## src/smfhl_regs.svh

```systemverilog
// constants for the scan mux storage cell with output freeze
`ifndef SMFHL_REGS_SVH
`define SMFHL_REGS_SVH

// positions of each pin in the synchronised pin vector
`define SMFHL_PIN_NCLK    0
`define SMFHL_PIN_ACLK    1
`define SMFHL_PIN_CSEL    2
`define SMFHL_PIN_NDATA   3
`define SMFHL_PIN_ADATA   4
`define SMFHL_PIN_DSEL    5
`define SMFHL_PIN_FREEZE  6
`define SMFHL_PIN_COUNT   7

// reset values, and the release pipe value that ends a clear
`define SMFHL_RST_SYNC    7'h00
`define SMFHL_RST_TRUE    1'h0
`define SMFHL_RST_INV     1'h1
`define SMFHL_RST_BYPASS  1'h0
`define SMFHL_RST_REL     2'h0
`define SMFHL_REL_DONE    2'h3

`endif

```

## src/smfhl_pkg.sv

```systemverilog
// types shared by the scan mux storage cell modules
package smfhl_pkg;

  // which of the two paths a select pin points at
  typedef enum logic {
    SMFHL_SRC_NORMAL,
    SMFHL_SRC_ALTERNATE
  } smfhl_src_t;

endpackage

```

## src/smfhl_sync_if.sv

```systemverilog
// carrier for synchronised pin levels and their rising edges
`timescale 1ns/1ps
`default_nettype none
`include "smfhl_regs.svh"

interface smfhl_sync_if;
  logic [`SMFHL_PIN_COUNT-1:0] level; // filtered pin levels
  logic [`SMFHL_PIN_COUNT-1:0] rise;  // one-cycle rising edge marks

  modport source (output level, output rise);
  modport sink   (input level, input rise);
endinterface

`default_nettype wire

```

## src/smfhl_pin_sync.sv

```systemverilog
// three-stage pin synchroniser with agreement filter and edge mark
`timescale 1ns/1ps
`default_nettype none
`include "smfhl_regs.svh"

module smfhl_pin_sync (
  input  wire logic                        clk,     // system clock
  input  wire logic                        reset_n, // async reset, low
  input  wire logic [`SMFHL_PIN_COUNT-1:0] raw,     // pins from outside
  smfhl_sync_if.source                     sync     // levels and edges
);

  logic [`SMFHL_PIN_COUNT-1:0] stage1;
  logic [`SMFHL_PIN_COUNT-1:0] stage2;
  logic [`SMFHL_PIN_COUNT-1:0] stage3;
  logic [`SMFHL_PIN_COUNT-1:0] level;
  logic [`SMFHL_PIN_COUNT-1:0] rise;
  wire  [`SMFHL_PIN_COUNT-1:0] agree;
  wire  [`SMFHL_PIN_COUNT-1:0] next_level;
  wire  [`SMFHL_PIN_COUNT-1:0] next_rise;

  // a change counts only once stage two and three agree
  assign agree      = ~(stage2 ^ stage3);
  assign next_level = (stage3 & agree) | (level & ~agree);
  assign next_rise  = next_level & ~level;

  // stage1 feeds only stage2, never any logic
  always_ff @(posedge clk or negedge reset_n)
  begin
    if (!reset_n)
    begin
      stage1 <= `SMFHL_RST_SYNC;
      stage2 <= `SMFHL_RST_SYNC;
      stage3 <= `SMFHL_RST_SYNC;
    end
    else
    begin
      stage1 <= raw;
      stage2 <= stage1;
      stage3 <= stage2;
    end
  end

  // filtered level and edge mark leave together
  always_ff @(posedge clk or negedge reset_n)
  begin
    if (!reset_n)
    begin
      level <= `SMFHL_RST_SYNC;
      rise  <= `SMFHL_RST_SYNC;
    end
    else
    begin
      level <= next_level;
      rise  <= next_rise;
    end
  end

  assign sync.level = level;
  assign sync.rise  = rise;

endmodule // smfhl_pin_sync

`default_nettype wire

```

## src/smfhl_cell.sv

```systemverilog
// scan mux storage cell with output freeze stage and bypass output
`timescale 1ns/1ps
`default_nettype none
`include "smfhl_regs.svh"

module smfhl_cell (
  input  wire logic clk,               // system clock, 100 MHz
  input  wire logic reset_n,           // system reset, async, low
  input  wire logic async_clear_n,     // cell clear pin, async, low
  input  wire logic normal_clock,      // normal capture clock pin
  input  wire logic alternate_clock,   // scan capture clock pin
  input  wire logic clock_select,      // high picks alternate clock
  input  wire logic normal_data_in,    // normal data pin
  input  wire logic alternate_data_in, // scan data pin
  input  wire logic data_select,       // high picks alternate data
  input  wire logic output_freeze,     // high holds true/inverted
  output var  logic true_output,       // held captured value
  output var  logic inverted_output,   // held inverse value
  output var  logic bypass_output      // captured value, never held
);

  // picks between normal and alternate by source select
  function automatic logic pick_source(
    input smfhl_pkg::smfhl_src_t src,
    input logic                  normal_val,
    input logic                  alternate_val
  );
    logic result;
    result = normal_val;
    case (src)
      smfhl_pkg::SMFHL_SRC_NORMAL:    result = normal_val;
      smfhl_pkg::SMFHL_SRC_ALTERNATE: result = alternate_val;
      default:                        result = normal_val;
    endcase
    return result;
  endfunction

  // all pins arrive from outside the clk domain
  smfhl_sync_if pins ();

  wire  [`SMFHL_PIN_COUNT-1:0] raw_pins;
  wire                         clear_all_n;
  logic [1:0]                  release_pipe;
  wire                         cell_rst_n;
  smfhl_pkg::smfhl_src_t       clock_src;
  smfhl_pkg::smfhl_src_t       data_src;
  wire                         capture_edge;
  wire                         capture_data;
  wire                         frozen;
  logic                        captured;
  wire                         next_captured;
  wire                         next_true;
  wire                         next_inverted;

  // pin vector in the order the constants give
  assign raw_pins[`SMFHL_PIN_NCLK]   = normal_clock;
  assign raw_pins[`SMFHL_PIN_ACLK]   = alternate_clock;
  assign raw_pins[`SMFHL_PIN_CSEL]   = clock_select;
  assign raw_pins[`SMFHL_PIN_NDATA]  = normal_data_in;
  assign raw_pins[`SMFHL_PIN_ADATA]  = alternate_data_in;
  assign raw_pins[`SMFHL_PIN_DSEL]   = data_select;
  assign raw_pins[`SMFHL_PIN_FREEZE] = output_freeze;

  // data and clocks share one latency, so setup order is kept
  smfhl_pin_sync u_pin_sync (
    .clk     (clk),
    .reset_n (reset_n),
    .raw     (raw_pins),
    .sync    (pins.source)
  );

  // clear asserts at once, but releases on a clk edge to
  // avoid a capture racing the removal of the clear
  assign clear_all_n = reset_n & async_clear_n;

  always_ff @(posedge clk or negedge clear_all_n)
  begin
    if (!clear_all_n)
      release_pipe <= `SMFHL_RST_REL;
    else
      release_pipe <= {release_pipe[0], 1'b1};
  end

  assign cell_rst_n = clear_all_n & (release_pipe == `SMFHL_REL_DONE);

  // source selection for clock and data
  assign clock_src = smfhl_pkg::smfhl_src_t'(pins.level[`SMFHL_PIN_CSEL]);
  assign data_src  = smfhl_pkg::smfhl_src_t'(pins.level[`SMFHL_PIN_DSEL]);

  // only a rising edge of the chosen clock captures
  assign capture_edge = pick_source(clock_src,
                                    pins.rise[`SMFHL_PIN_NCLK],
                                    pins.rise[`SMFHL_PIN_ACLK]);

  // chosen data input, alternate when data_select is high
  assign capture_data = pick_source(data_src,
                                    pins.level[`SMFHL_PIN_NDATA],
                                    pins.level[`SMFHL_PIN_ADATA]);

  assign frozen = pins.level[`SMFHL_PIN_FREEZE];

  // storage keeps its value with no edge, however long
  assign next_captured = capture_edge ? capture_data : captured;

  // freeze stage: hold when frozen, else pass value and inverse
  assign next_true     = frozen ? true_output     : next_captured;
  assign next_inverted = frozen ? inverted_output : ~next_captured;

  // storage element; clear forces it low regardless of clocks
  always_ff @(posedge clk or negedge cell_rst_n)
  begin
    if (!cell_rst_n)
      captured <= `SMFHL_RST_BYPASS;
    else
      captured <= next_captured;
  end

  // bypass follows storage directly, freeze has no say here
  always_ff @(posedge clk or negedge cell_rst_n)
  begin
    if (!cell_rst_n)
      bypass_output <= `SMFHL_RST_BYPASS;
    else
      bypass_output <= next_captured;
  end

  // freeze stage registers; clear overrides freeze
  always_ff @(posedge clk or negedge cell_rst_n)
  begin
    if (!cell_rst_n)
    begin
      true_output     <= `SMFHL_RST_TRUE;
      inverted_output <= `SMFHL_RST_INV;
    end
    else
    begin
      true_output     <= next_true;
      inverted_output <= next_inverted;
    end
  end

endmodule // smfhl_cell

`default_nettype wire

```

## config.mk

```make
export PLATFORM = sky130hd
export DESIGN_NAME = smfhl_cell
export DESIGN_NICKNAME = d
export VERILOG_FILES = /design/src/smfhl_pkg.sv /design/src/smfhl_sync_if.sv /design/src/smfhl_pin_sync.sv /design/src/smfhl_cell.sv
export VERILOG_INCLUDE_DIRS = /design/src
export SDC_FILE = /design/constraint.sdc
export NUM_CORES = 1
export LEC_CHECK = 0
export ABC_AREA = 1
export BUFFER_PORTS_ARGS = -buffer_cell sky130_fd_sc_hd__buf_2
export CAP_MARGIN = 30
export CORE_ASPECT_RATIO = 1.2
export CORE_MARGIN = 2
export CORE_UTILIZATION = 48
export CTS_CLUSTER_DIAMETER = 30
export CTS_CLUSTER_SIZE = 24
export DETAILED_ROUTE_END_ITERATION = 10
export PLACE_DENSITY_LB_ADDON = 0.3
export SYNTH_ARGS = -nofsm -noshare
export SYNTH_HDL_FRONTEND = slang
export SYNTH_SLANG_ARGS = --single-unit
```

## constraint.sdc

```tcl
create_clock -name clk -period 0.8 [get_ports clk]
set_input_delay 0 -clock clk [delete_from_list [all_inputs] [get_ports clk]]
set_output_delay 0 -clock clk [all_outputs]
set_load 0.05 [all_outputs]
```

==> results_dict.tcl, run 1 <==
set metrics [dict create \
    reg2regPathDepth 6 \
    ios 13 \
    status "finished with violations" \
    r2r_slack_ps -100 \
    syn2layout_area_growth_pct 34.1 \
    cts_tree "built" \
    clkLatencyLatePin_ps 320 \
    pwr-share-comb_pct 18.4 \
    drive_gt1_share_pct 40.2 \
    p_seq_share_pct 57.4 \
    avgSynthCellArea_um2 14.5 \
    worstSetupPathType "flip-flop to output pin" \
    worst_hold_slack_ps 148 \
    finalWorstSetupSlack_ps -230 \
    synth_flop_cell "dfrtp_1" \
    h-tree-depth 2 \
    clockBufferDepth 2 \
    dp_hpwl_um 947 \
    totalWireLength_mm 1.48 \
    viasPerCell 4.44 \
    std_cell_rows 18 \
    power.leakage_nw 0.726 \
    cts_sinks 35 \
    grt_max_degree 22 \
    numCtsBuffers 5 \
    power.switching_mw 0.946 \
    required_ps 800 \
    fin_skew_ps 8.95 \
    wl_per_cell_um 10.4 \
    synth_area_um2 1090 \
    die-area_um2 2670 \
    rr_endpoint "true_output$_DFFE_PN0N_" \
    cpPeakStageDelay_ps 560 \
    synthCells 75 \
    die_y_um 56.2 \
    end_kind "output pin" \
    syn_nets 85 \
    drt-pass1-iter-count 4 \
    num_vias 631 \
    switching_share_pct 26.9 \
    final-seq-area_um2 878 \
    cp_top_family "flip-flops" \
    ant_nets 0 \
    cp-start-kind "flip-flop" \
    multiInputGateArea_um2 231 \
    setup_viol 12 \
    hold_violations 0 \
    ys_top_cells_by_area "dfrtp_1 78%, maj3_1 6.4%, nand2_1 5.5%" \
    rsz0062_at_grt "yes" \
    fill_cells 150 \
    core-area_um2 2090 \
    drt-initial-drc-count 3 \
    grt_pass1_wl_mm 2.59 \
    start_util_pct 52.1 \
    path_clk_slew_ps 90 \
    arrival_ps 1030 \
    yosys_warnings 0 \
    worstPathCellList "buf_8" \
    period_needed_ps 1030 \
    violations "negative setup slack" \
    slew_violations 0 \
    period_share_pct 129 \
    synth-edff-count 0 \
    ir_drop_v 0.00158 \
    synth_seq_cells 35 \
    nNetsFinal 121 \
    crit_fanout 2 \
    crit_buf_inv 1 \
    gr-total-overflow 0 \
    root_buffer "clkbuf_4" \
    drcViolationCount 0 \
    fin_util_pct 69.8 \
    synth_top_area_share_pct 78.0 \
    io_buffers 12 \
    yosys.area.top_type "dfrtp_1" \
    diodes 0 \
    p_clk_share_pct 24.2 \
    critPathLaunch "inverted_output$_DFFE_PN1N_" \
    antenna_found_initial 0 \
    cap_violations 0 \
    p_total_mw 3.52 \
    synth_most_common_cell "dfrtp_1" \
    die_w_um 47.5 \
    power.density_nw_per_um2 2400 \
    async_flop_share_pct 100 \
    hp-class "input pin to asynchronous set/reset pin" \
    grt_pass1_vias 647 \
    synth_cell_types 11 \
    fmax_mhz 971 \
    gp_congestion 0.685 \
    yosysSeqAreaShare_pct 80.4 \
    crit_slowest_cell "dfstp_2" \
    synthTopCellsByCount "34 x dfrtp_1, 16 x nand2_1, 7 x maj3_1, 6 x inv_1, 4 x nand3_1" \
    p_int_mw 2.57 \
    track_usage_pct 14.7 \
]
[power by group through the flow]
stage / Sequential, mW / Clock [mW] / Combinational (mW)
after global routing: 2.04 / 1.00 / 0.707
after detailed placement: 2.05 / 0 / 0.450
after global placement: 2.04 / 0 / 0.438
after CTS: 2.02 / 0.909 / 0.627
final: 2.02 / 0.850 / 0.646
after floorplan: 2.20 / 0 / 0.143
[layout make-up]
cell class              count  share of cell area (%)
flip-flops and latches     35                    60.1
repair buffers             29                    16.3
multi-input cells          33                    15.8
clock buffers               7                    3.08
well taps                  30                    2.57
inverters                   7                    1.80
clock inverters             1                   0.342
[worst max path at each step]
stage	to	depth (start not counted)
2_1_floorplan	inverted_output$_DFFE_PN1N_	2
3_3_place_gp	true_output$_DFFE_PN0N_	6
3_5_place_dp	inverted_output$_DFFE_PN1N_	5
4_1_cts	inverted_output	1
5_1_grt	inverted_output	1
6_report	inverted_output	1
[kinds of logic after synthesis]
family	count (synthesis)	synth area share, %
buffers and inverters	7	2.41
AND/OR/NAND/NOR	25	10.4
adder cells (fa/ha/maj)	7	6.42
flip-flops	35	80.4
other	1	0.344
[metrics by stage]
step	setup WS, ps	TNS [ps]	instance area [µm²]	instances
final	-230	-774	1460	142
after global routing	-279	-1290	1460	142
after CTS	-248	-1320	1440	142
after detailed placement	-81.7	-292	1230	120
after global placement	-37.1	-97.4	1230	120
after floorplan	-61.4	-119	1110	75
[layer usage]
metal	share of wire (%)	global-route usage, %
met3	5.1	7.79
met2	51	21.0
met5	0	0
met1	41	17.2
met4	3.1	8.33
[layout by cell type, fill, tap and decap left out, types with 2 or more instances in the layout]
| cell | count |
|---|---|
| dfrtp_1 | 33 |
| nand2_1 | 13 |
| dlygate4sd3_1 | 10 |
| buf_2 | 9 |
| maj3_2 | 7 |
| inv_1 | 6 |
| buf_4 | 6 |
| nand2_2 | 5 |
| clkbuf_4 | 5 |
| nand3_2 | 4 |
| buf_6 | 3 |
| and3b_1 | 2 |
| clkbuf_1 | 2 |
[timing repair]
item | CTS | global route
gates cloned | 0 | 0
resized for setup | 10 | 6
buffers inserted | 4 | 0
pin swaps | 9 | 4
hold buffers | 10 | 1
endpoints found under the setup margin | 12 | 17
endpoints found under the hold margin | 42 | 5
[worst register-to-register path: stages (launching register included)]
cell and delay, ps:
dfrtp_1 420, inv_1 80, nand2_2 70, nand2_2 90, nand2_2 50, nand3_2 50
nand2_1 50
No activity file was read; power rests on OpenSTA's default activity.
==> inputs of run 2 (changes only) <==
--- a/config.mk
+++ b/config.mk
@@ -11,7 +11,7 @@
 export CAP_MARGIN = 30
 export CORE_ASPECT_RATIO = 1.2
 export CORE_MARGIN = 2
-export CORE_UTILIZATION = 48
+export CORE_UTILIZATION = 35
 export CTS_CLUSTER_DIAMETER = 30
 export CTS_CLUSTER_SIZE = 24
 export DETAILED_ROUTE_END_ITERATION = 10
==> constraint.sdc (replaced) <==
create_clock -name clk -period 0.9 [get_ports clk]
set_input_delay 0 -clock clk [delete_from_list [all_inputs] [get_ports clk]]
set_output_delay 0 -clock clk [all_outputs]
set_load 0.05 [all_outputs]
==> run 2 against run 1 <==
  * The flow still finishes with violations (negative setup slack)
  * Design area is 4.2% lower
  * Die area rose by 34%
  * Flip-flop and latch count is the same
  * Sequential power fell by 11%
  * Core utilization is 24 points lower
  * Critical path type unchanged
  * Register-to-register slack better by 110 ps
  * Critical endpoint unchanged
  * Global-route usage shrank 4.5 points
  * Largest cell class unchanged
  * Setup slack improved by 130 ps
==> results_dict.tcl, run 2 (synthesized netlist as in run 1, its figures left out) <==
set metrics [dict create \
    status "finished with violations" \
    violations "negative setup slack" \
    root_buffer "clkbuf_4" \
    hold_violations 0 \
    gp_congestion 0.723 \
    p_clk_share_pct 24.4 \
    ant_nets 0 \
    h-tree-depth 2 \
    finalSetupTns_ps -113 \
    period_needed_ps 1010 \
    final_cell_mix "33 x dfrtp_1, 14 x nand2_1, 9 x dlygate4sd3_1, 9 x buf_2, 6 x inv_1" \
    power.leakage_nw 0.687 \
    cp_top_family "flip-flops" \
    grt_max_degree 23 \
    die_w_um 55.0 \
    p_int_mw 2.27 \
    io_buffers 12 \
    slew_violations 0 \
    crit_buf_inv 1 \
    placed_area_um2 1210 \
    start_util_pct 36.0 \
    rsz0062_at_grt "yes" \
    std_cell_rows 22 \
    p_seq_share_pct 58.3 \
    drt-initial-drc-count 10 \
    fin_skew_ps 14.7 \
    end_kind "output pin" \
    final_cell_area_um2 1400 \
    diodes 0 \
    cap_violations 0 \
    gr-total-overflow 0 \
    hp-class "input pin to asynchronous set/reset pin" \
    fmax_mhz 995 \
    wl_per_cell_um 9.24 \
    clockBufferDepth 2 \
    power.density_nw_per_um2 2190 \
    numCtsBuffers 5 \
    cpPeakStageDelay_ps 550 \
    drcViolationCount 0 \
    cp-start-kind "flip-flop" \
    final_common_cell "dfrtp_1" \
    core-area_um2 3030 \
    die_y_um 65.2 \
    required_ps 900 \
    worstPathCellList "buf_8" \
    crit_fanout 2 \
    setup_viol 2 \
    cts_tree "built" \
    track_usage_pct 10.2 \
    ios 13 \
    nNetsFinal 117 \
    crit_slowest_cell "dfstp_2" \
    period_share_pct 112 \
    num_vias 607 \
    r2r_slack_ps 10 \
    clkLatencyLatePin_ps 320 \
    arrival_ps 1010 \
    drt-pass1-iter-count 4 \
    path_clk_slew_ps 100 \
    worst_hold_slack_ps 48.0 \
    switching_share_pct 26.0 \
    worstSetupPathType "flip-flop to output pin" \
    viasPerCell 4.22 \
    grt_pass1_wl_mm 2.50 \
    finalWorstSetupSlack_ps -105 \
    dp_hpwl_um 920 \
    totalWireLength_mm 1.33 \
    grt_pass1_vias 608 \
    drive_gt1_share_pct 28.7 \
    die-area_um2 3580 \
    pre_cts_ws_ps 6.48 \
    pwr-share-comb_pct 17.3 \
    antenna_found_initial 0 \
    power.switching_mw 0.799 \
    syn2layout_area_growth_pct 28.4 \
    ir_drop_v 0.00133 \
    cts_sinks 35 \
]
-- run 2: cell types whose count changed in the layout (fill, tap and decap cells not counted), moves of 3 or more --
cell and delta:
buf_4 -3, maj3_2 -4, nand3_1 +4, nand3_2 -4, maj3_1 +4
-- run 2: layout make-up --
type / count / area, µm²
Clock buffer: 8 / 48.8
Tap cell: 36 / 45.0
Fill cell: 287 / 1630
Inverter: 7 / 26.3
Multi-Input combinational cell: 33 / 196
Sequential cell: 35 / 878
Timing Repair Buffer: 25 / 206
-- run 2: timing repair --
action,in CTS,in global routing
hold buffers,9,0
setup endpoints to repair,4,7
gates resized for setup,8,5
endpoints found under the hold margin,42,0
pin swaps,1,5
setup buffers,2,0
-- run 2: power by group through the flow --
stage | clock network (mW) | registers (mW) | logic, mW
global route | 0.899 | 1.81 | 0.581
detailed placement | 0 | 1.82 | 0.386
CTS | 0.815 | 1.79 | 0.524
floorplan | 0 | 1.95 | 0.118
finish | 0.749 | 1.79 | 0.532
global placement | 0 | 1.81 | 0.378
-- run 2: path summary, 6_finish.rpt --
path	end	cells after the start	from
setup / recovery	inverted_output	1	inverted_output$_DFFE_PN1N_
min in group clk	u_pin_sync.stage1[2]$_DFF_PN0_	2	clock_select
hold / removal	u_pin_sync.stage2[3]$_DFF_PN0_	2	reset_n
max in group asynchronous	inverted_output$_DFFE_PN1N_	4	reset_n
setup reg to reg	true_output$_DFFE_PN0N_	5	bypass_output$_DFF_PN0_
hold reg to reg	bypass_output$_DFF_PN0_	2	release_pipe[1]$_DFF_PN0_
-- run 2: metal layers --
metal | track usage (%) | wire [µm] | share of wire [%] | up-vias
li1 | - | - | - | 295
met4 | 5.49 | 37 | 2.8 | 0
met1 | 11.6 | 595 | 45 | 291
met3 | 6.14 | 84 | 6.3 | 6
met5 | 0 | 0 | 0 | -
met2 | 14.7 | 613 | 46 | 15
-- run 2: per-stage QoR --
stage          instances  util, %  power (mW)
5_1_grt              144     46.3        3.29
4_1_cts              144     45.9        3.13
3_3_place_gp         125     40.0        2.19
3_5_place_dp         125     40.0        2.20
6_report             144     46.3        3.07
2_1_floorplan         75        -        2.07
